**config.mk**
```make
export PLATFORM = sky130hd
export DESIGN_NAME = nwg_gate
export DESIGN_NICKNAME = d
export VERILOG_FILES = /design/src/core/nwg_pkg.sv /design/src/core/nwg_gate.sv /design/src/core/nwg_key_seq.sv
export VERILOG_INCLUDE_DIRS = /design/src /design/src/core
export SDC_FILE = /design/constraint.sdc
export NUM_CORES = 1
export LEC_CHECK = 0
export ABC_AREA = 1
export BUFFER_PORTS_ARGS = -buffer_cell sky130_fd_sc_hd__buf_2
export CAP_MARGIN = 40
export CORE_MARGIN = 2
export CORE_UTILIZATION = 55
export CTS_CLUSTER_DIAMETER = 150
export CTS_CLUSTER_SIZE = 25
export DETAILED_ROUTE_END_ITERATION = 16
export PLACE_DENSITY_LB_ADDON = 0.15
export SLEW_MARGIN = 20
export SYNTH_ARGS = -nofsm -noshare
export SYNTH_HDL_FRONTEND = slang
export SYNTH_HIERARCHICAL = 1
export SYNTH_SLANG_ARGS = --single-unit
export TNS_END_PERCENT = 10
```
**constraint.sdc**
```tcl
create_clock -name clk -period 5.5 [get_ports clk]
set_input_delay 0.825 -clock clk [delete_from_list [all_inputs] [get_ports clk]]
set_output_delay 0.825 -clock clk [all_outputs]
set_load 0.005 [all_outputs]
```
**src/core/nwg_cfg.svh**
```systemverilog
// Offsets, field positions, reset values and timing counts of the NVM write-protect gate.
// Assumes inclusion by bare name; every register sits at byte address index * 4.
`ifndef NWG_CFG_SVH
`define NWG_CFG_SVH

// Register indices; the byte address on the bus is the index times four.
`define NWG_IDX_INT_CTRL    10'h00B
`define NWG_IDX_PFLAGS2     10'h00D
`define NWG_IDX_PENABLE2    10'h08D
`define NWG_IDX_DATA_LO     10'h10C
`define NWG_IDX_ADDR_LO     10'h10D
`define NWG_IDX_DATA_HI     10'h10E
`define NWG_IDX_ADDR_HI     10'h10F
`define NWG_IDX_CTRL        10'h18C
`define NWG_IDX_KEY         10'h18D
`define NWG_IDX_CFG         10'h190

// Control register fields.
`define NWG_CTRL_FLASH_SEL  7
`define NWG_CTRL_ABORT      3
`define NWG_CTRL_PERMIT     2
`define NWG_CTRL_COMMIT     1
`define NWG_CTRL_READ       0

// Peripheral flag and enable fields.
`define NWG_DONE_BIT        4
`define NWG_PERIPH_MASK     8'h10

// Configuration word fields; a 0 means programmed (active protection or lock).
`define NWG_CFG_WRT         0
`define NWG_CFG_CP0         1
`define NWG_CFG_CP1         2
`define NWG_CFG_CPD         3
`define NWG_CFG_ERASED      4'hF

// Unlock key values.
`define NWG_KEY_FIRST       8'h55
`define NWG_KEY_SECOND      8'hAA

// Power-up delay timer.
`define NWG_POWERUP_DELAY_TIMER_MS         72
`define NWG_CLK_KHZ         125000
`define NWG_POWERUP_DELAY_TIMER_W          24

// First protected program address under each partial protection level.
`define NWG_PROT_BASE_A     11'h400
`define NWG_PROT_BASE_B     11'h600

// AXI responses and widths.
`define NWG_AXI_AW          12
`define NWG_RESP_OKAY       2'h0
`define NWG_RESP_SLVERR     2'h2

`endif

```
**src/core/nwg_pkg.sv**
```systemverilog
// Types shared by the NVM write-protect gate modules.
// Assumes nwg_cfg.svh is on the include path.
package nwg_pkg;
  `include "nwg_cfg.svh"

  typedef enum logic [1:0] {
    NWG_IDLE = 2'b01,
    NWG_BUSY = 2'b10
  } nwg_fsm_e;

  typedef enum logic [2:0] {
    NWG_KEY_NONE  = 3'b001,
    NWG_KEY_HALF  = 3'b010,
    NWG_KEY_ARMED = 3'b100
  } nwg_key_e;

  typedef struct packed {
    nwg_key_e st;
  } nwg_key_s;

  typedef struct packed {
    nwg_fsm_e                fsm;
    logic                    op_cpu;
    logic                    op_flash;
    logic [`NWG_POWERUP_DELAY_TIMER_W-1:0]  powerup_delay_timer_cnt;
    logic                    powerup_delay_timer_done;
    logic [7:0]              int_ctrl;
    logic [7:0]              flags2;
    logic [7:0]              enables2;
    logic [7:0]              data_lo;
    logic [7:0]              addr_lo;
    logic [5:0]              data_hi;
    logic [2:0]              addr_hi;
    logic                    flash_sel;
    logic                    abort;
    logic                    permit;
    logic                    commit;
    logic                    read_go;
    logic [3:0]              cfg;
    logic                    aw_hold;
    logic [`NWG_AXI_AW-1:0]  aw_addr;
    logic                    w_hold;
    logic [7:0]              w_data;
    logic                    w_strb0;
    logic                    bvalid;
    logic [1:0]              bresp;
    logic                    rvalid;
    logic [7:0]              rdata;
    logic [1:0]              rresp;
    logic                    mem_req;
    logic                    mem_we;
    logic                    mem_flash;
    logic [10:0]             mem_addr;
    logic [13:0]             mem_wdata;
    logic                    mem_erase;
    logic                    prog_ack;
    logic                    prog_denied;
    logic [13:0]             prog_rdata;
  } nwg_state_s;
endpackage

```
**src/core/nwg_gate.sv**
```systemverilog
// NVM write-protect gate: AXI4-Lite register file for CPU access to data EEPROM and
// program flash, plus a gated port for an external serial programmer.
// Assumes a memory back end that answers each held mem_req with one mem_ack pulse.
//
// Summary of operation
// - Power-up clears store permit bit.
// - Block CPU data writes while power-up timer runs.
// - Data write needs permit and completed key.
// - Self-program lock refuses internal flash writes.
// - Flash writes also need the key sequence.
// - Software cannot change configuration bits.
// - Code protection blocks external port access.
// - CPU reads and writes data memory whatever the code protection bits.
// - CPU flash reads never blocked by protection.
// - Only full erase restores erased configuration; the gate's reset also reloads it.
// - Unprotected or fully protected: self-writes anywhere.
// - Flash access matrix by protect levels.
// - Partial protection limits reads and writes.
// - Key port has no storage.
// - Key is 55h, AAh, then commit.
// - Commit needs permit set beforehand.
// - Write end clears commit, sets done for data writes only.
`timescale 1ns/1ps
`include "nwg_cfg.svh"
module nwg_gate #(
  parameter int unsigned POWERUP_DELAY_TIMER_CYCLES = `NWG_POWERUP_DELAY_TIMER_MS * `NWG_CLK_KHZ,
  parameter logic [10:0] PROT_BASE_A = `NWG_PROT_BASE_A,
  parameter logic [10:0] PROT_BASE_B = `NWG_PROT_BASE_B
) (
  input  wire logic                   clk,
  input  wire logic                   resetn,
  input  wire logic [`NWG_AXI_AW-1:0] s_axi_awaddr,
  input  wire logic                   s_axi_awvalid,
  output logic                        s_axi_awready,
  input  wire logic [31:0]            s_axi_wdata,
  input  wire logic [3:0]             s_axi_wstrb,
  input  wire logic                   s_axi_wvalid,
  output logic                        s_axi_wready,
  output logic [1:0]                  s_axi_bresp,
  output logic                        s_axi_bvalid,
  input  wire logic                   s_axi_bready,
  input  wire logic [`NWG_AXI_AW-1:0] s_axi_araddr,
  input  wire logic                   s_axi_arvalid,
  output logic                        s_axi_arready,
  output logic [31:0]                 s_axi_rdata,
  output logic [1:0]                  s_axi_rresp,
  output logic                        s_axi_rvalid,
  input  wire logic                   s_axi_rready,
  output logic                        irq,
  output logic                        mem_req,
  output logic                        mem_we,
  output logic                        mem_flash,
  output logic [10:0]                 mem_addr,
  output logic [13:0]                 mem_wdata,
  output logic                        mem_erase,
  input  wire logic [13:0]            mem_rdata,
  input  wire logic                   mem_ack,
  input  wire logic                   prog_req,
  input  wire logic                   prog_we,
  input  wire logic                   prog_flash,
  input  wire logic                   prog_cfg_we,
  input  wire logic                   prog_erase,
  input  wire logic [10:0]            prog_addr,
  input  wire logic [13:0]            prog_wdata,
  output logic                        prog_ack,
  output logic                        prog_denied,
  output logic [13:0]                 prog_rdata
);
  localparam nwg_pkg::nwg_state_s RST_VAL = '{
    fsm:     nwg_pkg::NWG_IDLE,
    cfg:     `NWG_CFG_ERASED,
    default: '0
  };

  nwg_pkg::nwg_state_s r_reg;
  nwg_pkg::nwg_state_s r_next;

  logic       key_armed;
  logic       wr_go;
  logic [9:0] widx;
  logic [1:0] cp;

  assign widx  = r_reg.aw_addr[`NWG_AXI_AW-1:2];
  assign wr_go = r_reg.aw_hold && r_reg.w_hold && !r_reg.bvalid;
  assign cp    = {r_reg.cfg[`NWG_CFG_CP1], r_reg.cfg[`NWG_CFG_CP0]};

  // Only a write to the key port advances the key; every other write resets it.
  nwg_key_seq u_key (
    .clk       (clk),
    .resetn    (resetn),
    .key_wr    (wr_go && r_reg.w_strb0 && (widx == `NWG_IDX_KEY)),
    .key_data  (r_reg.w_data),
    .seq_break (wr_go && (widx != `NWG_IDX_KEY)),
    .armed     (key_armed)
  );

  function automatic logic reg_mapped(input logic [9:0] idx);
    case (idx)
      `NWG_IDX_INT_CTRL, `NWG_IDX_PFLAGS2, `NWG_IDX_PENABLE2, `NWG_IDX_DATA_LO,
      `NWG_IDX_ADDR_LO, `NWG_IDX_DATA_HI, `NWG_IDX_ADDR_HI, `NWG_IDX_CTRL,
      `NWG_IDX_KEY, `NWG_IDX_CFG: reg_mapped = 1'b1;
      default: reg_mapped = 1'b0;
    endcase
  endfunction

  // Protected area for a protect level; 0,0 covers all and 1,1 none.
  function automatic logic in_prot(input logic [1:0] lvl, input logic [10:0] addr);
    case (lvl)
      2'b00:   in_prot = 1'b1;
      2'b01:   in_prot = (addr >= PROT_BASE_A);
      2'b10:   in_prot = (addr >= PROT_BASE_B);
      default: in_prot = 1'b0;
    endcase
  endfunction

  always_comb begin
    logic [9:0]  ridx;
    logic [10:0] fl_addr;
    logic        fl_self_ok;
    logic        cmt_ok;
    logic        ext_ok;
    ridx       = s_axi_araddr[`NWG_AXI_AW-1:2];
    fl_addr    = {r_reg.addr_hi, r_reg.addr_lo};
    // Full protection and no protection both allow self writes everywhere.
    fl_self_ok = r_reg.cfg[`NWG_CFG_WRT] && ((cp == 2'b00) || (cp == 2'b11) ||
                 !in_prot(cp, fl_addr));
    cmt_ok     = 1'b0;
    ext_ok     = 1'b0;
    r_next     = r_reg;
    r_next.prog_ack    = 1'b0;
    r_next.prog_denied = 1'b0;
    r_next.mem_erase   = 1'b0;

    if (!r_reg.powerup_delay_timer_done) begin
      r_next.powerup_delay_timer_cnt = r_reg.powerup_delay_timer_cnt + `NWG_POWERUP_DELAY_TIMER_W'(1);
      if (r_reg.powerup_delay_timer_cnt == `NWG_POWERUP_DELAY_TIMER_W'(POWERUP_DELAY_TIMER_CYCLES - 1)) r_next.powerup_delay_timer_done = 1'b1;
    end

    // Address and data channels are taken in either order and held until both are in.
    if (s_axi_awvalid && s_axi_awready) begin
      r_next.aw_hold = 1'b1;
      r_next.aw_addr = s_axi_awaddr;
    end
    if (s_axi_wvalid && s_axi_wready) begin
      r_next.w_hold  = 1'b1;
      r_next.w_data  = s_axi_wdata[7:0];
      r_next.w_strb0 = s_axi_wstrb[0];
    end
    if (r_reg.bvalid && s_axi_bready) r_next.bvalid = 1'b0;

    if (wr_go) begin
      r_next.aw_hold = 1'b0;
      r_next.w_hold  = 1'b0;
      r_next.bvalid  = 1'b1;
      r_next.bresp   = reg_mapped(widx) ? `NWG_RESP_OKAY : `NWG_RESP_SLVERR;
      if (r_reg.w_strb0) begin
        case (widx)
          `NWG_IDX_INT_CTRL: r_next.int_ctrl = r_reg.w_data;
          // Reserved bits are never stored, so they read back zero whatever is written.
          `NWG_IDX_PFLAGS2:  r_next.flags2 = r_reg.flags2 & ~(r_reg.w_data & `NWG_PERIPH_MASK);
          `NWG_IDX_PENABLE2: r_next.enables2 = r_reg.w_data & `NWG_PERIPH_MASK;
          `NWG_IDX_DATA_LO:  r_next.data_lo = r_reg.w_data;
          `NWG_IDX_ADDR_LO:  r_next.addr_lo = r_reg.w_data;
          `NWG_IDX_DATA_HI:  r_next.data_hi = r_reg.w_data[5:0];
          `NWG_IDX_ADDR_HI:  r_next.addr_hi = r_reg.w_data[2:0];
          `NWG_IDX_CTRL: begin
            r_next.flash_sel = r_reg.w_data[`NWG_CTRL_FLASH_SEL];
            r_next.permit    = r_reg.w_data[`NWG_CTRL_PERMIT];
            if (!r_reg.w_data[`NWG_CTRL_ABORT]) r_next.abort = 1'b0;
            // Read and commit bits are set-only; one operation is pending at a time.
            if (r_reg.w_data[`NWG_CTRL_READ] && !r_reg.commit && !r_reg.read_go) begin
              r_next.read_go  = 1'b1;
              r_next.op_flash = r_reg.w_data[`NWG_CTRL_FLASH_SEL];
            end else if (r_reg.w_data[`NWG_CTRL_COMMIT] && !r_reg.commit &&
                         !r_reg.read_go) begin
              // Permit is the value held before this write, so setting both at once fails.
              if (r_reg.w_data[`NWG_CTRL_FLASH_SEL]) begin
                cmt_ok = r_reg.permit && key_armed && fl_self_ok;
              end else begin
                cmt_ok = r_reg.permit && key_armed && r_reg.powerup_delay_timer_done;
              end
              if (cmt_ok) begin
                r_next.commit   = 1'b1;
                r_next.op_flash = r_reg.w_data[`NWG_CTRL_FLASH_SEL];
              end else begin
                r_next.abort = 1'b1;
              end
            end
          end
          // The key port and the configuration word keep nothing from a bus write.
          `NWG_IDX_KEY: ;
          `NWG_IDX_CFG: ;
          default: ;
        endcase
      end
    end

    if (r_reg.rvalid && s_axi_rready) r_next.rvalid = 1'b0;
    if (s_axi_arvalid && s_axi_arready) begin
      r_next.rvalid = 1'b1;
      r_next.rresp  = reg_mapped(ridx) ? `NWG_RESP_OKAY : `NWG_RESP_SLVERR;
      case (ridx)
        `NWG_IDX_INT_CTRL: r_next.rdata = r_reg.int_ctrl;
        `NWG_IDX_PFLAGS2:  r_next.rdata = r_reg.flags2;
        `NWG_IDX_PENABLE2: r_next.rdata = r_reg.enables2;
        `NWG_IDX_DATA_LO:  r_next.rdata = r_reg.data_lo;
        `NWG_IDX_ADDR_LO:  r_next.rdata = r_reg.addr_lo;
        `NWG_IDX_DATA_HI:  r_next.rdata = {2'h0, r_reg.data_hi};
        `NWG_IDX_ADDR_HI:  r_next.rdata = {5'h00, r_reg.addr_hi};
        `NWG_IDX_CTRL:     r_next.rdata = {r_reg.flash_sel, 3'h0, r_reg.abort, r_reg.permit,
                                           r_reg.commit, r_reg.read_go};
        `NWG_IDX_CFG:      r_next.rdata = {4'h0, r_reg.cfg};
        default:           r_next.rdata = 8'h00;
      endcase
    end

    case (r_reg.fsm)
      nwg_pkg::NWG_IDLE: begin
        // CPU operations take precedence over the external programmer.
        if (r_reg.commit || r_reg.read_go) begin
          r_next.fsm       = nwg_pkg::NWG_BUSY;
          r_next.op_cpu    = 1'b1;
          r_next.mem_req   = 1'b1;
          r_next.mem_we    = r_reg.commit;
          r_next.mem_flash = r_reg.op_flash;
          r_next.mem_addr  = r_reg.op_flash ? fl_addr : {3'h0, r_reg.addr_lo};
          r_next.mem_wdata = {r_reg.data_hi, r_reg.data_lo};
        end else if (prog_req && !r_reg.prog_ack) begin
          if (prog_erase) begin
            r_next.cfg       = `NWG_CFG_ERASED;
            r_next.mem_erase = 1'b1;
            r_next.prog_ack  = 1'b1;
          end else if (prog_cfg_we) begin
            // Programming can only clear bits; a 1 comes back only by full erase or by reset.
            r_next.cfg      = r_reg.cfg & prog_wdata[3:0];
            r_next.prog_ack = 1'b1;
          end else begin
            if (!prog_flash) begin
              ext_ok = r_reg.cfg[`NWG_CFG_CPD];
            end else if (prog_we) begin
              ext_ok = (cp == 2'b11);
            end else begin
              ext_ok = !in_prot(cp, prog_addr);
            end
            if (ext_ok) begin
              r_next.fsm       = nwg_pkg::NWG_BUSY;
              r_next.op_cpu    = 1'b0;
              r_next.mem_req   = 1'b1;
              r_next.mem_we    = prog_we;
              r_next.mem_flash = prog_flash;
              r_next.mem_addr  = prog_addr;
              r_next.mem_wdata = prog_wdata;
            end else begin
              r_next.prog_ack    = 1'b1;
              r_next.prog_denied = 1'b1;
            end
          end
        end
      end
      nwg_pkg::NWG_BUSY: begin
        if (mem_ack) begin
          r_next.fsm     = nwg_pkg::NWG_IDLE;
          r_next.mem_req = 1'b0;
          r_next.mem_we  = 1'b0;
          if (!r_reg.op_cpu) begin
            r_next.prog_ack   = 1'b1;
            r_next.prog_rdata = mem_rdata;
          end else if (r_reg.mem_we) begin
            r_next.commit = 1'b0;
            // Set after the clear above, so a completion racing a clear is kept.
            if (!r_reg.mem_flash) r_next.flags2[`NWG_DONE_BIT] = 1'b1;
          end else begin
            r_next.read_go = 1'b0;
            r_next.data_lo = mem_rdata[7:0];
            if (r_reg.mem_flash) r_next.data_hi = mem_rdata[13:8];
          end
        end
      end
      default: r_next.fsm = nwg_pkg::NWG_IDLE;
    endcase
  end

  always_ff @(posedge clk or negedge resetn) begin
    if (!resetn) begin
      r_reg <= RST_VAL;
    end else begin
      r_reg <= r_next;
    end
  end

  assign s_axi_awready = !r_reg.aw_hold && !r_reg.bvalid;
  assign s_axi_wready  = !r_reg.w_hold && !r_reg.bvalid;
  assign s_axi_bvalid  = r_reg.bvalid;
  assign s_axi_bresp   = r_reg.bresp;
  assign s_axi_arready = !r_reg.rvalid;
  assign s_axi_rvalid  = r_reg.rvalid;
  assign s_axi_rresp   = r_reg.rresp;
  assign s_axi_rdata   = {24'h000000, r_reg.rdata};
  assign irq           = |(r_reg.flags2 & r_reg.enables2);
  assign mem_req       = r_reg.mem_req;
  assign mem_we        = r_reg.mem_we;
  assign mem_flash     = r_reg.mem_flash;
  assign mem_addr      = r_reg.mem_addr;
  assign mem_wdata     = r_reg.mem_wdata;
  assign mem_erase     = r_reg.mem_erase;
  assign prog_ack      = r_reg.prog_ack;
  assign prog_denied   = r_reg.prog_denied;
  assign prog_rdata    = r_reg.prog_rdata;
endmodule // nwg_gate

```
**src/core/nwg_key_seq.sv**
```systemverilog
// Unlock key sequencer: tracks the two-value key written to the key port.
// Assumes one write strobe per bus write; any other register write breaks the sequence.
`timescale 1ns/1ps
module nwg_key_seq (
  input  wire logic       clk,
  input  wire logic       resetn,
  input  wire logic       key_wr,
  input  wire logic [7:0] key_data,
  input  wire logic       seq_break,
  output logic            armed
);
  nwg_pkg::nwg_key_s r_reg;
  nwg_pkg::nwg_key_s r_next;

  // The key port holds no value; only the sequence position is kept.
  always_comb begin
    r_next = r_reg;
    if (seq_break) begin
      r_next.st = nwg_pkg::NWG_KEY_NONE;
    end else if (key_wr) begin
      case (r_reg.st)
        nwg_pkg::NWG_KEY_NONE: begin
          if (key_data == `NWG_KEY_FIRST) r_next.st = nwg_pkg::NWG_KEY_HALF;
        end
        nwg_pkg::NWG_KEY_HALF: begin
          if (key_data == `NWG_KEY_SECOND) begin
            r_next.st = nwg_pkg::NWG_KEY_ARMED;
          end else if (key_data == `NWG_KEY_FIRST) begin
            r_next.st = nwg_pkg::NWG_KEY_HALF;
          end else begin
            r_next.st = nwg_pkg::NWG_KEY_NONE;
          end
        end
        default: begin
          if (key_data == `NWG_KEY_FIRST) begin
            r_next.st = nwg_pkg::NWG_KEY_HALF;
          end else begin
            r_next.st = nwg_pkg::NWG_KEY_NONE;
          end
        end
      endcase
    end
  end

  always_ff @(posedge clk or negedge resetn) begin
    if (!resetn) begin
      r_reg <= '{st: nwg_pkg::NWG_KEY_NONE};
    end else begin
      r_reg <= r_next;
    end
  end

  assign armed = (r_reg.st == nwg_pkg::NWG_KEY_ARMED);
endmodule // nwg_key_seq

```
Word-level counts from Yosys, hierarchy flattened
Cells that the tools add are included.
Cells by class
  $add $sub $neg: 1
  $lt $le $gt $ge: 4
  equal/unequal tests: 40
  mux-type cells: 113
  bitwise logic cells: 6
  reduce and logical (&&, ||, !) cells: 61
Operators by type and width (count)
  10-bit by 9-bit == test with 1-bit output (second input constant): 14
  28-bit 2-to-1 mux: 4
  43-bit 2-to-1 mux: 2
  8-bit one-hot mux with 9 select lines: 1
  1-bit 2-to-1 mux: 57
  8-bit 2-to-1 mux: 6
  11-bit greater-or-equal comparator (second input constant): 4
  10-bit by 4-bit == test with 1-bit output (second input constant): 4
  3-bit 2-to-1 mux: 12
  6-bit 2-to-1 mux: 6
  31-bit 2-to-1 mux: 1
  24-bit by 1-bit adder with 24-bit output (second input constant): 1
  24-bit == test (second input constant): 1
  11-bit 2-to-1 mux: 2
  2-bit nonzero test: 11
  1-bit logical AND: 21
  3-bit AND reduction: 7
  10-bit by 8-bit == test with 1-bit output (second input constant): 2
  10-bit OR reduction: 2
  2-bit 2-to-1 mux: 9
  5-bit 2-to-1 mux: 3
  5-bit AND reduction: 3
  13-bit 2-to-1 mux: 1
  3-bit != test (second input constant): 4
  29 further kinds: 47
Storage, ports and cells
  register bits: 165
  output and inout bits: 87
  word-level logic and storage cells: 264

Depth between registers and ports, before layout
Gate-level depths: netlist (run 1).
  depth in word-level cells: 23
  gate-level depth with buffers: 12
  gate-level depth less buffers: 12

Cells and area by module
The synthesis (run 1) kept the hierarchy.
Modules (own cells, without submodules)
  nwg_gate: times used 1, cells each 1117, area each 8652.0 um2, seq. area each 3784.9 um2
  nwg_key_seq: times used 1, cells each 54, area each 295.3 um2, seq. area each 76.3 um2

Least setup slack after synthesis (run 1)
OpenSTA, ideal clock, no wires.
  path type: in2reg
  start point: in prog_we
  end point: reg r_reg (netlist bit mem_addr[0])
  data arrival time: 1.745 ns
  data required time: 5.383 ns
  slack: 3.638 ns
  stages on the path: 9
  path buffers: 1
  cell sequence: nor2_1 -> nand3_1 -> nand2_1 -> nand2_2 -> o21ai_4 -> nand3_4 -> buf_6 -> nand2_1 -> nand2_1
Between the ends
  longest elaborated chain between the ends: 9
Ends and longest elaborated chain
  from (decl): line nwg_gate.sv:59  | input wire logic prog_we,
  1-bit 2-to-1 mux: line nwg_gate.sv:240  | end else if (prog_we) begin
  1-bit 2-to-1 mux: line nwg_gate.sv:238  | if (!prog_flash) begin
  1-bit 2-to-1 mux: line nwg_gate.sv:233  | end else if (prog_cfg_we) begin
  1-bit 2-to-1 mux: line nwg_gate.sv:229  | if (prog_erase) begin
  1-bit 2-to-1 mux: line nwg_gate.sv:228  | end else if (prog_req && !r_reg.prog_ack) begin
  1-bit 2-to-1 mux: line nwg_gate.sv:220  | if (r_reg.commit || r_reg.read_go) begin
  1-bit 2-to-1 mux: line nwg_gate.sv:217  | case (r_reg.fsm)
  2-bit nonzero test (no source line)
  5-bit AND reduction (no source line)
  to (signal assigned): line nwg_gate.sv:287  | r_reg <= r_next;
  to (decl): line nwg_gate.sv:75  | nwg_pkg::nwg_state_s r_reg;
Every way passes these cells. The select of a mux whose other input is x is not followed.
A chain may end at the register's enable or synchronous reset.

Worst setup path after layout (run 1)
  start point: reg r_reg (netlist bit cp[0])
  end point: reg r_reg (netlist bit mem_addr[5])
Between the ends
  longest elaborated chain between the ends: 19
Ends and longest elaborated chain
  2-bit == test, or another cell as far along: line nwg_gate.sv:108  | case (lvl)
  1-bit one-hot mux with 3 select lines: line nwg_gate.sv:108
  1-bit 2-to-1 mux: line nwg_gate.sv:240
  1-bit 2-to-1 mux: line nwg_gate.sv:238
  1-bit 2-to-1 mux: line nwg_gate.sv:233
  1-bit 2-to-1 mux: line nwg_gate.sv:229
  1-bit 2-to-1 mux: line nwg_gate.sv:228
  1-bit 2-to-1 mux: line nwg_gate.sv:220
  (+3 left out)
  1-bit 2-to-1 mux (*): line nwg_gate.sv:238
  1-bit 2-to-1 mux (*): line nwg_gate.sv:233
  1-bit 2-to-1 mux (*): line nwg_gate.sv:229
  1-bit 2-to-1 mux (*): line nwg_gate.sv:228
  1-bit 2-to-1 mux (*): line nwg_gate.sv:220
  1-bit 2-to-1 mux (*): line nwg_gate.sv:217
  2-bit nonzero test (no source line) (*)
  5-bit AND reduction (no source line) (*)
Mark *: on every way between the ends. The rest lies on a longest branch, timed or not. The select of a mux whose other input is x is not followed.

==> results of run 1 <==
## layout make-up
cell class	count	area, sq um	share of cell area [%]
multi-input cells	786	3870	38.8
flip-flops and latches	154	3860	38.7
repair buffers	149	820	8.21
inverters	151	568	5.69
clock buffers	21	470	4.71
well taps	216	270	2.71
clock inverters	10	116	1.17
## layer usage
metal | part of all wire (%) | GRT usage [%] | vias up | wire length, microns
li1 | - | - | 3818 | -
met1 | 45 | 36.6 | 3495 | 10100
met2 | 46 | 41.9 | 245 | 10200
met3 | 5.8 | 4.90 | 44 | 1300
met4 | 2.6 | 9.06 | 0 | 568
met5 | 0 | 0 | - | 0
## cell families (layout without fill, tap and decap cells)
| kind of cell | count (synthesis) | count (layout) |
|---|---|---|
| buffers and inverters | 256 | 331 |
| other | 1 | 26 |
| multiplexers | 12 | 12 |
| adder cells (fa/ha/maj) | 7 | 7 |
| flip-flops | 154 | 154 |
| AO/OA/AOI/OAI | 115 | 115 |
| XOR/XNOR | 17 | 17 |
| AND/OR/NAND/NOR | 609 | 609 |
## how the worst max path moves through the flow
stage | startpoint | to | slack [ps]
3_3_place_gp | prog_req | r_reg[166]$_DFFE_PN0P_ | 2420
3_5_place_dp | s_axi_araddr[11] | s_axi_rdata[2]$_DFFE_PN0P_ | 2800
5_1_grt | cp[0]$_DFFE_PN1P_ | mem_wdata[4]$_DFFE_PN0P_ | 2660
2_1_floorplan | prog_we | mem_addr[0]$_DFFE_PN0P_ | 3640
6_report | cp[0]$_DFFE_PN1P_ | mem_addr[5]$_DFFE_PN0P_ | 2880
4_1_cts | cp[0]$_DFFE_PN1P_ | mem_addr[5]$_DFFE_PN0P_ | 2900
## through the flow
step	power, W	setup slack, ps	std cells
4_1_cts	0.00426	2900	1486
3_3_place_gp	0.00301	2420	1450
2_1_floorplan	0.00275	3640	1196
3_5_place_dp	0.00308	2800	1455
6_report	0.00425	2880	1487
5_1_grt	0.00454	2660	1487
## synth_stat cells, types with 3 or more instances
library cell	count	area [sq um]
inv_2	6	22.5
buf_4	76	571
clkbuf_1	12	45.0
dfrtp_1	148	3700
nor2_4	3	33.8
nand3_1	90	450
a21oi_1	28	140
xnor2_1	5	43.8
dfstp_2	6	158
buf_6	6	67.6
o21ai_1	14	70.1
nor3_1	16	80.1
a21oi_2	3	26.3
nand2_2	12	75.1
xor2_1	12	105
nand3b_1	3	22.5
nand4_1	48	300
nor3_4	4	65.1
buf_2	10	50.1
ha_1	7	87.6
mux2_2	12	135
nand2_1	319	1200
nor2_1	89	334
o21ai_0	64	320
nor2_2	7	43.8
inv_1	142	533
nor4_1	4	25.0
nor3_2	5	50.1
## where the power goes
part | internal, W | total (W) | switching (W)
registers | 0.00145 | 0.00172 | 0.000269
clock network | 0.000701 | 0.00118 | 0.000475
logic | 0.000488 | 0.00136 | 0.000869
total | 0.00264 | 0.00425 | 0.00161
==> impl.org, run 1 <==
** Run status
- The flow ran to the end, and the final reports show no timing, DRC or antenna violations.

** Power
- Across the VDD grid, the largest voltage drop is 0.000288 V.
- Leakage dissipation :: 5.32 nW
- Power spread over the standard cell area amounts to 426 nW/um^2.

** Cells and area
- Fill cells in the final layout number 1497.
- ANT cells :: 0
- Most frequent cells in the layout :: nand2_1 (319), dfrtp_1 (148), inv_1 (142)
- Post-layout instance area :: 9980 sq um
- End-of-flow core utilization :: 62.8%
- Compared with the post-synthesis result, the final layout area differs by 11.6%.
- The net count of the finished layout is 1378.
- Most common library cell in the layout ignoring fill and taps :: nand2_1
- Max reg flops :: 92
- Of the cells placed in the final design, the portion with a size suffix greater than 1 is 19.6%.

** Timing
- Setup violations remaining at the end of the flow were counted as 0.
- Dividing the final minimum period by the clock period gives 47.7%.
- Fin Clk Skew :: 7.37 ps
- Sum of negative setup slack :: 0 ps
- For the finished layout, the period the worst path requires is 2620 ps.
- For the pin with the worst max-slew slack, the measured transition is 760 ps.
- Setup repair after global routing left no endpoint under its margin.
- Number of pins exceeding their max-slew limit in the final report :: 0
- Final count of hold timing violations :: 0
- For this run, the top clock speed supported by timing is 381 MHz.
- Hold is met by 289 ps.
- Normalized max-slew margin :: 49.4%

** Clock tree
- CTS HTree Levels :: 4
- Worst-skew pair later-pin latency :: 430 ps
- Max Root-Sink Buffers :: 2
- The clock drives 154 sinks.
- TritonCTS built the clock tree.
- CTS Root Buffer Type :: clkbuf_16
- After clock tree synthesis, the flow added hold-fix buffers numbering 0.
- Once the clock tree was built, the resizer swapped 0 gates to a different size.
- Counting the buffers created by CTS gives 17.
- Once the clock tree was built, the setup fixing pass inserted 0 buffers.
- Clock transition time at the flip-flop clock pins of the worst setup and hold paths :: 60 ps

** Critical path
- Reg-to-reg startpoint :: cp[0]$_DFFE_PN1P_
- The worst setup path is of the flip-flop to flip-flop kind.
- Of all nets on the critical path, the largest fanout is 28.
- Gate family responsible for the most delay along the worst path :: simple AND/OR/NAND/NOR gates
- In this design, the stage delay of the slowest critical-path cell is 590 ps.
- Signal arrival time at the worst endpoint :: 2940 ps
- Among the stages of the critical path, the cell type that occurs most often is nand2_1.
- Worst Reg-to-Reg Cells :: 10
- STA classifies the critical path endpoint as a flip-flop.
- The endpoint identified for the worst register-to-register timing path is mem_addr[5]$_DFFE_PN0P_.
- Stages on the worst setup path :: 10
- The largest individual stage delay along the critical path comes from the cell o21ai_4.
- Counting both buffers and inverters, the worst setup path holds a total of 1.
- STA classifies the critical path startpoint as a flip-flop.
- Cell-by-cell trace of the critical path :: inv_1, ha_1, nor2_1, nand3_1, nand2_1, nand2_2, o21ai_4, nand3_4, nand2_1, nand2_1
- Register-to-register setup slack :: 2880 ps
- CP Data Required Time :: 5820 ps

** Routing
- The routed layout has 7602 vias.
- Detailed Routing Iterations Pass 1 :: 5
- Post-detailed-routing wire length :: 22200 microns
- Via density per instance :: 5.11
- In the final routed layout, each cell accounts on average for 14.9 microns.
- In this run, the number of DRC markers left after iteration 0 of detailed routing was 393.
- Remaining antenna violation count after routing :: 0
- Detailed-route DRC error count :: 0

** Synthesis
- Area share of and/or/nand/nor cells after synthesis :: 31.3%
- Compound-cell area share of the yosys netlist :: 6.81%
- Summing the areas of all xor and xnor instances in the mapped netlist gives 1.66% of the synthesized area.
- Part of the Yosys area used for sequential elements :: 43.2%
- In the synthesized netlist, the number of instances is 1171.
- Multiplexer area fraction after synthesis :: 1.51%
- After synthesis, the netlist uses 41 different library cells.
- Post-Syn Area per Cell :: 7.64 sq um
- In this run, synthesis produced a sequential element count of 154.
- Combinational family with the most area after synthesis :: simple AND/OR/NAND/NOR gates
- Yosys warning total :: 6
- The most used flip-flop cell after synthesis is dfrtp_1.
- Of the total synthesized cell area, the portion taken by full adders, half adders and majority gates is 0.979%.
- Yosys mapped a number of flops with a built-in enable equal to 0.
- After synthesis the cells add up to 8950 sq um.
- Of all flip-flops after synthesis, the portion carrying an async set or reset was 100%.

** Floorplan
- The floorplan has 46 rows.
- In this run the standard cell core region covers 15900 sq um.
- Die span in y :: 132 microns
- The floorplan step set the die width to 132 microns.
- I/O pin count :: 199
- Starting utilization of the core area :: 56.3%
- Full die area :: 17300 sq um

** GRT
- The via count of the first global-routing pass came to 7176.
- GRT Total Usage :: 26.4%
- Wire length of the first global-routing pass :: 36400 microns
- After global routing the overflow that remains totals 0.
- Initial antenna violation count :: 0
- Largest net degree at the start of global routing :: 70

** Placed design
- The HPWL after detailed placement is 16700 microns.
- Standard cell area after detailed placement :: 9390 sq um
- Routability-driven placement congestion ratio :: 0.974
- Buffers on Ports :: 141

** Flow run
- Max-Cap Viols :: 0

** Hold path
- In this run the worst hold path is classified as input port to asynchronous set/reset pin.
No activity file was read; power rests on OpenSTA's default activity.
==> run 2: changes to the inputs <==
Settings changed: CORE_UTILIZATION 55 to 50.
Clock period 5.5 ns to 2.1 ns, I/O delays scaled along.
==> run 2 against run 1 <==
Maximum frequency is 30% higher. Cell count is 1.5% higher. Worst hold slack lost 220 ps.
==> impl.org, run 2 (same netlist as run 1, synthesis figures left out) <==
** Run status
- Status :: finished, final reports clean

** Cells and area
- Fraction of layout cells with a size suffix above 1 :: 20.2% (+0.64 points)
- The number of flip-flops in the largest register came to 92 (unchanged).
- The register area is 3860 sq um (unchanged).
- Area added between synthesis and finish :: 12.9%
- The final standard cell area without fillers was 10100 sq um (+1.2%).
- Most common library cell in the layout ignoring fill and taps :: nand2_1
- End-of-flow core utilization :: 58.0% (-4.9 points)
- The number of fill cells is 1682 (+12%).
- ANT cells :: 0 (unchanged)
- Most frequent cells in the layout :: nand2_1 (319), dfrtp_1 (148), inv_1 (142)
- The filler-free cell count of the finished design is 1510 (+1.5%).
- The multi-input gate area in the final layout was 3910 sq um (+0.90%).
- The net count of the finished layout is 1391 (+0.94%).

** Power
- IR Drop Worst-Case VDD :: 0.000614 V (+110%)
- The clock power share came to 26.4% (-1.3 points).
- The internal power component is 0.00683 W (+160%).
- The combinational fraction of design power was 33.3% (+1.4 points).
- The net switching component of the power came to 0.00428 W (+170%).
- Switching share of total power :: 38.5% (+0.56 points)
- The power per cell area came to 1100 nW/um^2 (+160%).
- Sequential group share of total power :: 40.3% (about the same)
- Leakage dissipation :: 5.35 nW (+0.68%)

** Routing
- Total number of vias :: 7730 (+1.7%)
- Post-detailed-routing wire length :: 22700 microns (+2.3%)
- The detail-routed via count per cell was 5.12 (+0.13%).
- WL per Instance :: 15.0 microns (+0.71%)
- Detailed-route DRC error count :: 0 (unchanged)
- Remaining antenna violation count after routing :: 0 (unchanged)
- The iteration count of the initial detailed-routing pass came to 5 (unchanged).
- Initial detailed-routing violation count :: 539 (+37%)

** Critical path
- Gate family responsible for the most delay along the worst path :: simple AND/OR/NAND/NOR gates
- STA classifies the critical path endpoint as a flip-flop.
- By startpoint and endpoint, the worst setup path is classified as flip-flop to flip-flop.
- The worst setup path is launched from a flip-flop.
- The peak fanout along the critical path came to 13 (-54%).
- In this design, the critical path's most frequently occurring cell is nand2_1.
- On the critical path, the stage with the largest delay is an instance of dfstp_2.
- Cell-by-cell trace of the critical path :: inv_1, ha_1, nor2_1, nand3_1, nand2_1, nand2_2, o21ai_4, buf_12, nand3_4, nand2_1, nand2_1
- Signal arrival time at the worst endpoint :: 2330 ps (-610 ps)
- CP Data Required Time :: 2410 ps (-3410 ps)
- The number of buffer and inverter instances along the worst setup path was 2 (+1).
- The depth of the critical timing path with buffers and inverters included is 11 (+1).
- Worst Reg-to-Reg Cells :: 11 (+1)
- The critical path's largest stage delay came to 550 ps (-40 ps).

** Placed design
- Routability-driven placement congestion ratio :: 0.926 (-4.9%)
- The instance area at placement came to 9460 sq um (+0.81%).
- The HPWL reported at the end of detailed placement is 17000 microns (+1.6%).
- The post-place setup slack is 104 ps (-2690 ps).
- Count of placed standard cells including taps :: 1474 (+1.3%)
- The total of buffers placed on input and output ports is 141 (unchanged).

** Floorplan
- The height of the die came to 138 microns (+4.7%).
- The floorplan die width is 138 microns (+4.7%).
- The I/O pin count came to 199 (unchanged).
- Full die area :: 19000 sq um (+9.7%)
- Core region area :: 17400 sq um (+9.6%)
- Cell row count :: 48 (+4.3%)
- Starting utilization of the core area :: 51.4% (-5.0 points)

** Clock tree
- TritonCTS built the clock tree.
- Clock transition time at the flip-flop clock pins of the worst setup and hold paths :: 60 ps (about the same)
- The total clock buffers created by CTS came to 17 (unchanged).
- CTS HTree Levels :: 4 (unchanged)
- Worst-skew pair later-pin latency :: 430 ps (about the same)
- The tree is rooted in a clkbuf_16.
- Total number of clock tree sinks :: 154 (unchanged)
- Max Root-Sink Buffers :: 2 (unchanged)

** Timing
- The final worst setup slack came to 81.1 ps (-2790 ps).
- Fin Clk Skew :: 10.3 ps (+2.88 ps)
- Setup Viol. Count Final :: 0 (unchanged)
- The worst hold-check slack was 74.2 ps (-215 ps).
- The transition at the pin with the smallest max-transition slack is 603 ps (-157 ps).
- The number of hold violations in the final report came to 0 (unchanged).
- Post-layout min period :: 2020 ps (-605 ps)
- The worst max-slew margin expressed relative to the limit is 59.8% (+10 points).
- The highest clock frequency the design can meet came to 495 MHz (+30%).
- The post-route clock period utilization is 96.1% (+48 points).
- Number of pins exceeding their max-slew limit in the final report :: 0 (unchanged)
- Setup repair after global routing could not meet its margin everywhere.

** Hold path
- Hold path depth :: 2
- The tightest min-delay check is of the input port to flip-flop type.

** GRT
- Via count of the first global-routing pass :: 7134 (-0.59%)
- Largest net degree at the start of global routing :: 60 (-14%)
- Overflow left after global routing :: 0 (unchanged)
- The total track usage is 24.7% (-1.8 points).
- The wire length of the first global-routing pass came to 36000 microns (-0.97%).
- Initial antenna violation count :: 0 (unchanged)

** Flow run
- Max-Cap Viols :: 0 (unchanged)
-- run 2: worst reg2reg max path, stage by stage (launching register included) --
cell and delay [ps]:
dfstp_2 550, inv_1 80, ha_1 220, nor2_1 110, nand3_1 80, nand2_1 70, nand2_2 90, o21ai_4 180
buf_12 140, nand3_4 170, nand2_1 140, nand2_1 60
-- run 2: metal layers --
layer / GRT usage (%) / up-vias / wire, microns
met5: 0 / - / 0
met4: 9.81 / 0 / 597
met1: 34.5 / 3568 / 10400
met3: 4.23 / 43 / 1420
li1: - / 3856 / -
met2: 38.1 / 263 / 10300
-- run 2: final timing paths --
| kind | from | end | slack (ps) |
|---|---|---|---|
| setup / recovery | cp[0]$_DFFE_PN1P_ | mem_addr[3]$_DFFE_PN0P_ | 80 |
| hold / removal | s_axi_bready | s_axi_bvalid$_DFFE_PN0P_ | 70 |
| setup reg to reg | cp[0]$_DFFE_PN1P_ | mem_addr[3]$_DFFE_PN0P_ | 80 |
| hold reg to reg | mem_wdata[10]$_DFFE_PN0P_ | mem_wdata[10]$_DFFE_PN0P_ | 470 |
| max in group asynchronous | resetn | r_reg[85]$_DFFE_PN1P_ | 1040 |
| min in group asynchronous | resetn | r_reg[76]$_DFFE_PN0P_ | 440 |
-- run 2: what timing repair did --
action / 4_1_cts / 5_1_grt
endpoints found under the hold margin: 52 / 0
buffers inserted: 0 / 1
resized for setup: 0 / 5
hold buffers: 1 / 0
setup endpoints to repair: 0 / 26
-- run 2: power by group through the flow --
stage                     Combinational [W]  Clock [W]  Sequential (W)
after global routing                0.00422    0.00310         0.00458
after floorplan                     0.00292          0         0.00429
final                               0.00370    0.00293         0.00448
after CTS                           0.00356    0.00299         0.00447
after detailed placement            0.00355          0         0.00451
after global placement              0.00346          0         0.00451
-- run 2: stage by stage --
step / total power (W) / setup TNS [ps]
finish: 0.0111 / 0
global route: 0.0119 / -52.3
CTS: 0.0110 / 0
detailed placement: 0.00806 / 0
global placement: 0.00797 / 0
floorplan: 0.00721 / 0
-- run 2: area by class of cell --
cell class	count	share of cell area (%)
Multi-Input combinational cell	788	38.7
Inverter	151	5.63
Clock inverter	10	0.917
Sequential cell	154	38.2
Timing Repair Buffer	160	9.11
Tap cell	225	2.79
Clock buffer	22	4.60
==> run 3: changes to the inputs <==
Settings changed: CAP_MARGIN 40 to unset, CORE_UTILIZATION 50 to 49, SYNTH_HIERARCHICAL 1 to unset.
==> run 3 against run 2 <==
Flip-flop and latch count is the same. Power shrank 2.6%. Die area shrank 4.0%. Via count shrank 12%. Setup slack gained 47 ps. Highest routed layer unchanged.
==> impl.org, run 3 <==
** Run status
- Status :: finished, final reports clean

** Floorplan
- The floorplan row count is 47 (-2.1%).
- I/O pin count :: 199 (unchanged)
- Core region area :: 16700 sq um (-4.1%)
- Full die area :: 18200 sq um (-4.0%)
- The starting density of the core was 50.3% (-1.0 points).
- The floorplan die width is 135 microns (-2.0%).
- Die span in y :: 135 microns (-2.0%)

** Clock tree
- The tree is rooted in a clkbuf_16.
- Post-CTS Setup Bufs :: 0 (unchanged)
- Worst-skew pair later-pin latency :: 430 ps (about the same)
- The clock edge transition at the registers on the reported setup and hold paths was 60 ps (about the same).
- TritonCTS clock tree :: built
- The total clock buffers created by CTS was 17 (unchanged).
- CTS HTree Levels :: 4 (unchanged)
- The number of clock sinks was 154 (unchanged).
- The worst-case clock buffer depth came to 2 (unchanged).

** GRT
- GRT Total Usage :: 23.2% (-1.5 points)
- Initial antenna violation count :: 0 (unchanged)
- The via count of the first global-routing pass is 6385 (-10%).
- The wire length of the first global-routing pass was 32900 microns (-8.8%).
- The pin count of the biggest net entering global routing is 55 (-8.3%).
- Overflow left after global routing :: 0 (unchanged)

** Flow run
- Max-Cap Viols :: 0 (unchanged)

** Routing
- The DRC violations left was 0 (unchanged).
- The detail-routed via count per cell came to 5.02 (-2.0%).
- Detailed Routing Iterations Pass 1 :: 5 (unchanged)
- Post-detailed-routing wire length :: 20500 microns (-9.6%)
- WL per Instance :: 15.1 microns (+0.32%)
- The number of nets with antenna violations after routing came to 0 (unchanged).
- The number of design-rule violations left by the first detailed-router iteration was 514 (-4.6%).
- Total number of vias :: 6821 (-12%)

** Critical path
- The worst setup path is captured at a flip-flop.
- The peak fanout along the critical path was 54 (+41).
- The required time at the worst-slack endpoint was 2410 ps (about the same).
- The setup slack of the worst register-to-register path is 130 ps (+50 ps).
- The critical path is of the flip-flop to flip-flop type.
- STA classifies the critical path startpoint as a flip-flop.
- Signal arrival time at the worst endpoint :: 2280 ps (-50 ps)

** Timing
- Fin Clk Skew :: 10.8 ps (+0.574 ps)
- Setup repair after global routing left no endpoint under its margin.
- The final setup violation count came to 0 (unchanged).
- The worst hold-check slack came to 61.3 ps (-12.9 ps).
- The worst max-slew margin expressed relative to the limit came to 53.5% (-6.3 points).
- Final count of hold timing violations :: 0 (unchanged)
- Least-Margin Pin Slew :: 693 ps (+90.6 ps)
- Number of pins exceeding their max-slew limit in the final report :: 0 (unchanged)
- Maximum operating frequency :: 507 MHz (+2.4%)
- The final worst setup slack is 128 ps (+47.1 ps).
- The minimum clock period was 1970 ps (-47.1 ps).
- Final worst path period share :: 93.9% (-2.2 points)
- The final setup TNS was 0 ps (unchanged).

** Synthesis
- Compound-cell area share of the yosys netlist :: 10.2% (+3.4 points)
- Post-synth design cell area :: 8410 sq um (-6.1%)
- The share of synthesized area occupied by flip-flops and latches came to 45.9% (+2.8 points).
- Count of flip-flops with a built-in enable after synthesis :: 0 (unchanged)
- The synthesized design spends more area on one cell type than any other, namely dfrtp_1.
- Post-Synth Adder-Cell Area :: 1.04% (+0.063 points)
- Cell variety after synth :: 48 (+17%)
- The fraction of synthesized cell area in xor and xnor cells is 1.77% (+0.11 points).
- Biggest area contributors in the synthesized netlist :: dfrtp_1 (44%), nand2_1 (11%), buf_4 (7.0%)
- The proportion of synthesized area in mux cells came to 1.34% (-0.17 points).
- The number of standard cells after synthesis came to 1026 (-12%).
- Area share of and/or/nand/nor cells after synthesis :: 25.7% (-5.5 points)
- The area share of the leading cell type in the synthesized netlist was 44.1% (+2.7 points).
- The share of synthesized registers carrying an async set or reset is 100% (unchanged).
- Commonest register cell after synthesis :: dfrtp_1
- FF+latch count, synth :: 154 (unchanged)
- After synthesis, the largest family of logic cells by area is simple AND/OR/NAND/NOR gates.
- Yosys warning total :: 0 (-6)
- Among all cell types in the netlist, the one instantiated most often is nand2_1.
- The average cell area after synthesis was 8.19 sq um (+7.2%).
- By count the netlist is led by nand2_1 (253), dfrtp_1 (148), inv_1 (104).

** Cells and area
- Fill cell total of the finished layout :: 1622 (-3.6%)
- Area added between synthesis and finish :: 13.2%
- Fraction of layout cells with a size suffix above 1 :: 21.8% (+1.6 points)
- The net count of the finished layout is 1246 (-10%).
- The register area came to 3860 sq um (unchanged).
- The filler-free cell count of the finished design is 1360 (-9.9%).
- The number of flip-flops in the largest register is 92 (unchanged).
- The library cell used most frequently in the layout, excluding fill and tap cells, is nand2_1.
- Area of the multi-input gates :: 3480 sq um (-11%)
- Most frequent cells in the layout :: nand2_1 (252), dfrtp_1 (148), buf_2 (140)
- ANT cells :: 0 (unchanged)

** Power
- The clock power share is 29.5% (+3.1 points).
- IR Drop Worst-Case VDD :: 0.000750 V (+22%)
- The total leakage power came to 4.95 nW (-7.6%).
- Switching share of total power :: 34.9% (-3.6 points)
- The power per cell area came to 1140 nW/um^2 (+3.3%).
- The combinational fraction of design power came to 27.9% (-5.4 points).
- The total power of the final layout is 0.0108 W (-2.6%).
- Sequential group share of total power :: 42.5% (+2.2 points)
- The internal power component came to 0.00705 W (+3.2%).
- Sw Pwr :: 0.00378 W (-12%)

** Placed design
- Placed wire-length estimate after detailed placement :: 15300 microns (-9.5%)
- The number of placed instances, taps included came to 1327 (-10%).
- Buffers on Ports :: 141 (unchanged)
- Placement Setup Slack :: 75.9 ps (-27.8 ps)
- The final estimated routing congestion in global placement came to 0.868 (-6.3%).

** Hold path
- The worst hold path belongs to the class input port to flip-flop.
==> run 3: cell count changes in the layout (fill, tap and decap cells not counted), sizes merged, moves of 16 or more <==
cell,previous run,this run
a21oi,31,47
a22oi,0,25
inv,150,112
nand2,333,259
nand3,94,63
nand4,48,23
==> run 3: repair_timing <==
item | CTS | global route
hold buffers | 1 | 0
hold endpoints to repair | 51 | 0
endpoints found under the setup margin | 0 | 27
resized for setup | 0 | 3
==> run 3: cell families after synthesis <==
kind of cell               after synthesis
DFF                                    154
and+or+nand+nor                        469
AOI/OAI and AO/OA                      153
other                                    1
buffers and inverters                  215
muxes                                   10
adders and majority gates                7
xor gates and xnor gates                17
==> run 3: worst paths after layout <==
kind | depth (start not counted) | from | end
max | 10 | cp[1]$_DFFE_PN1P_ | mem_addr[10]$_DFFE_PN0P_
min | 2 | s_axi_bready | s_axi_bvalid$_DFFE_PN0P_
max reg2reg | 10 | cp[1]$_DFFE_PN1P_ | mem_addr[10]$_DFFE_PN0P_
min reg2reg | 2 | r_reg[165]$_DFFE_PN0P_ | r_reg[165]$_DFFE_PN0P_
max in group asynchronous | 3 | resetn | prog_rdata[11]$_DFFE_PN0P_
min in group asynchronous | 2 | resetn | r_reg[73]$_DFFE_PN0P_
==> run 3: metal layers <==
metal / global-route usage, % / up-vias / routed length, microns
met2: 35.3 / 202 / 9060
met3: 5.03 / 30 / 1170
met5: 0 / - / 0
met4: 8.22 / 0 / 472
met1: 32.8 / 3150 / 9780
li1: - / 3439 / -
==> run 3: through the flow <==
step           util, %  cell area, sq um
3_5_place_dp      53.3              8890
6_report          57.0              9520
4_1_cts           56.9              9510
5_1_grt           57.0              9520
2_1_floorplan        -              8500
3_3_place_gp      53.3              8890
==> run 3: area by class of cell <==
class                      count  area share, %
tap                          220           2.89
multi-input combinational    682           36.5
inverter                     117           4.67
clock inverter                10           1.58
clock buffer                  22           4.77
sequential                   154           40.6
timing repair buffer         155           9.00
==> run 3: worst max-delay path, cell delays in order, from the launching register on <==
cell and delay (ps):
dfstp_2 560, inv_1 80, ha_1 200, or2_1 240, o21ai_2 180, nand3_2 100, nand2_2 80, nand2_2 60
buf_12 180, nand2_1 110, o21ai_2 50
==> run 3: power groups by stage <==
stage / Sequential [W] / Clock, W / Combinational, W
6_report: 0.00460 / 0.00320 / 0.00302
5_1_grt: 0.00469 / 0.00338 / 0.00345
4_1_cts: 0.00458 / 0.00325 / 0.00304
3_5_place_dp: 0.00463 / 0 / 0.00302
3_3_place_gp: 0.00462 / 0 / 0.00296
2_1_floorplan: 0.00432 / 0 / 0.00260
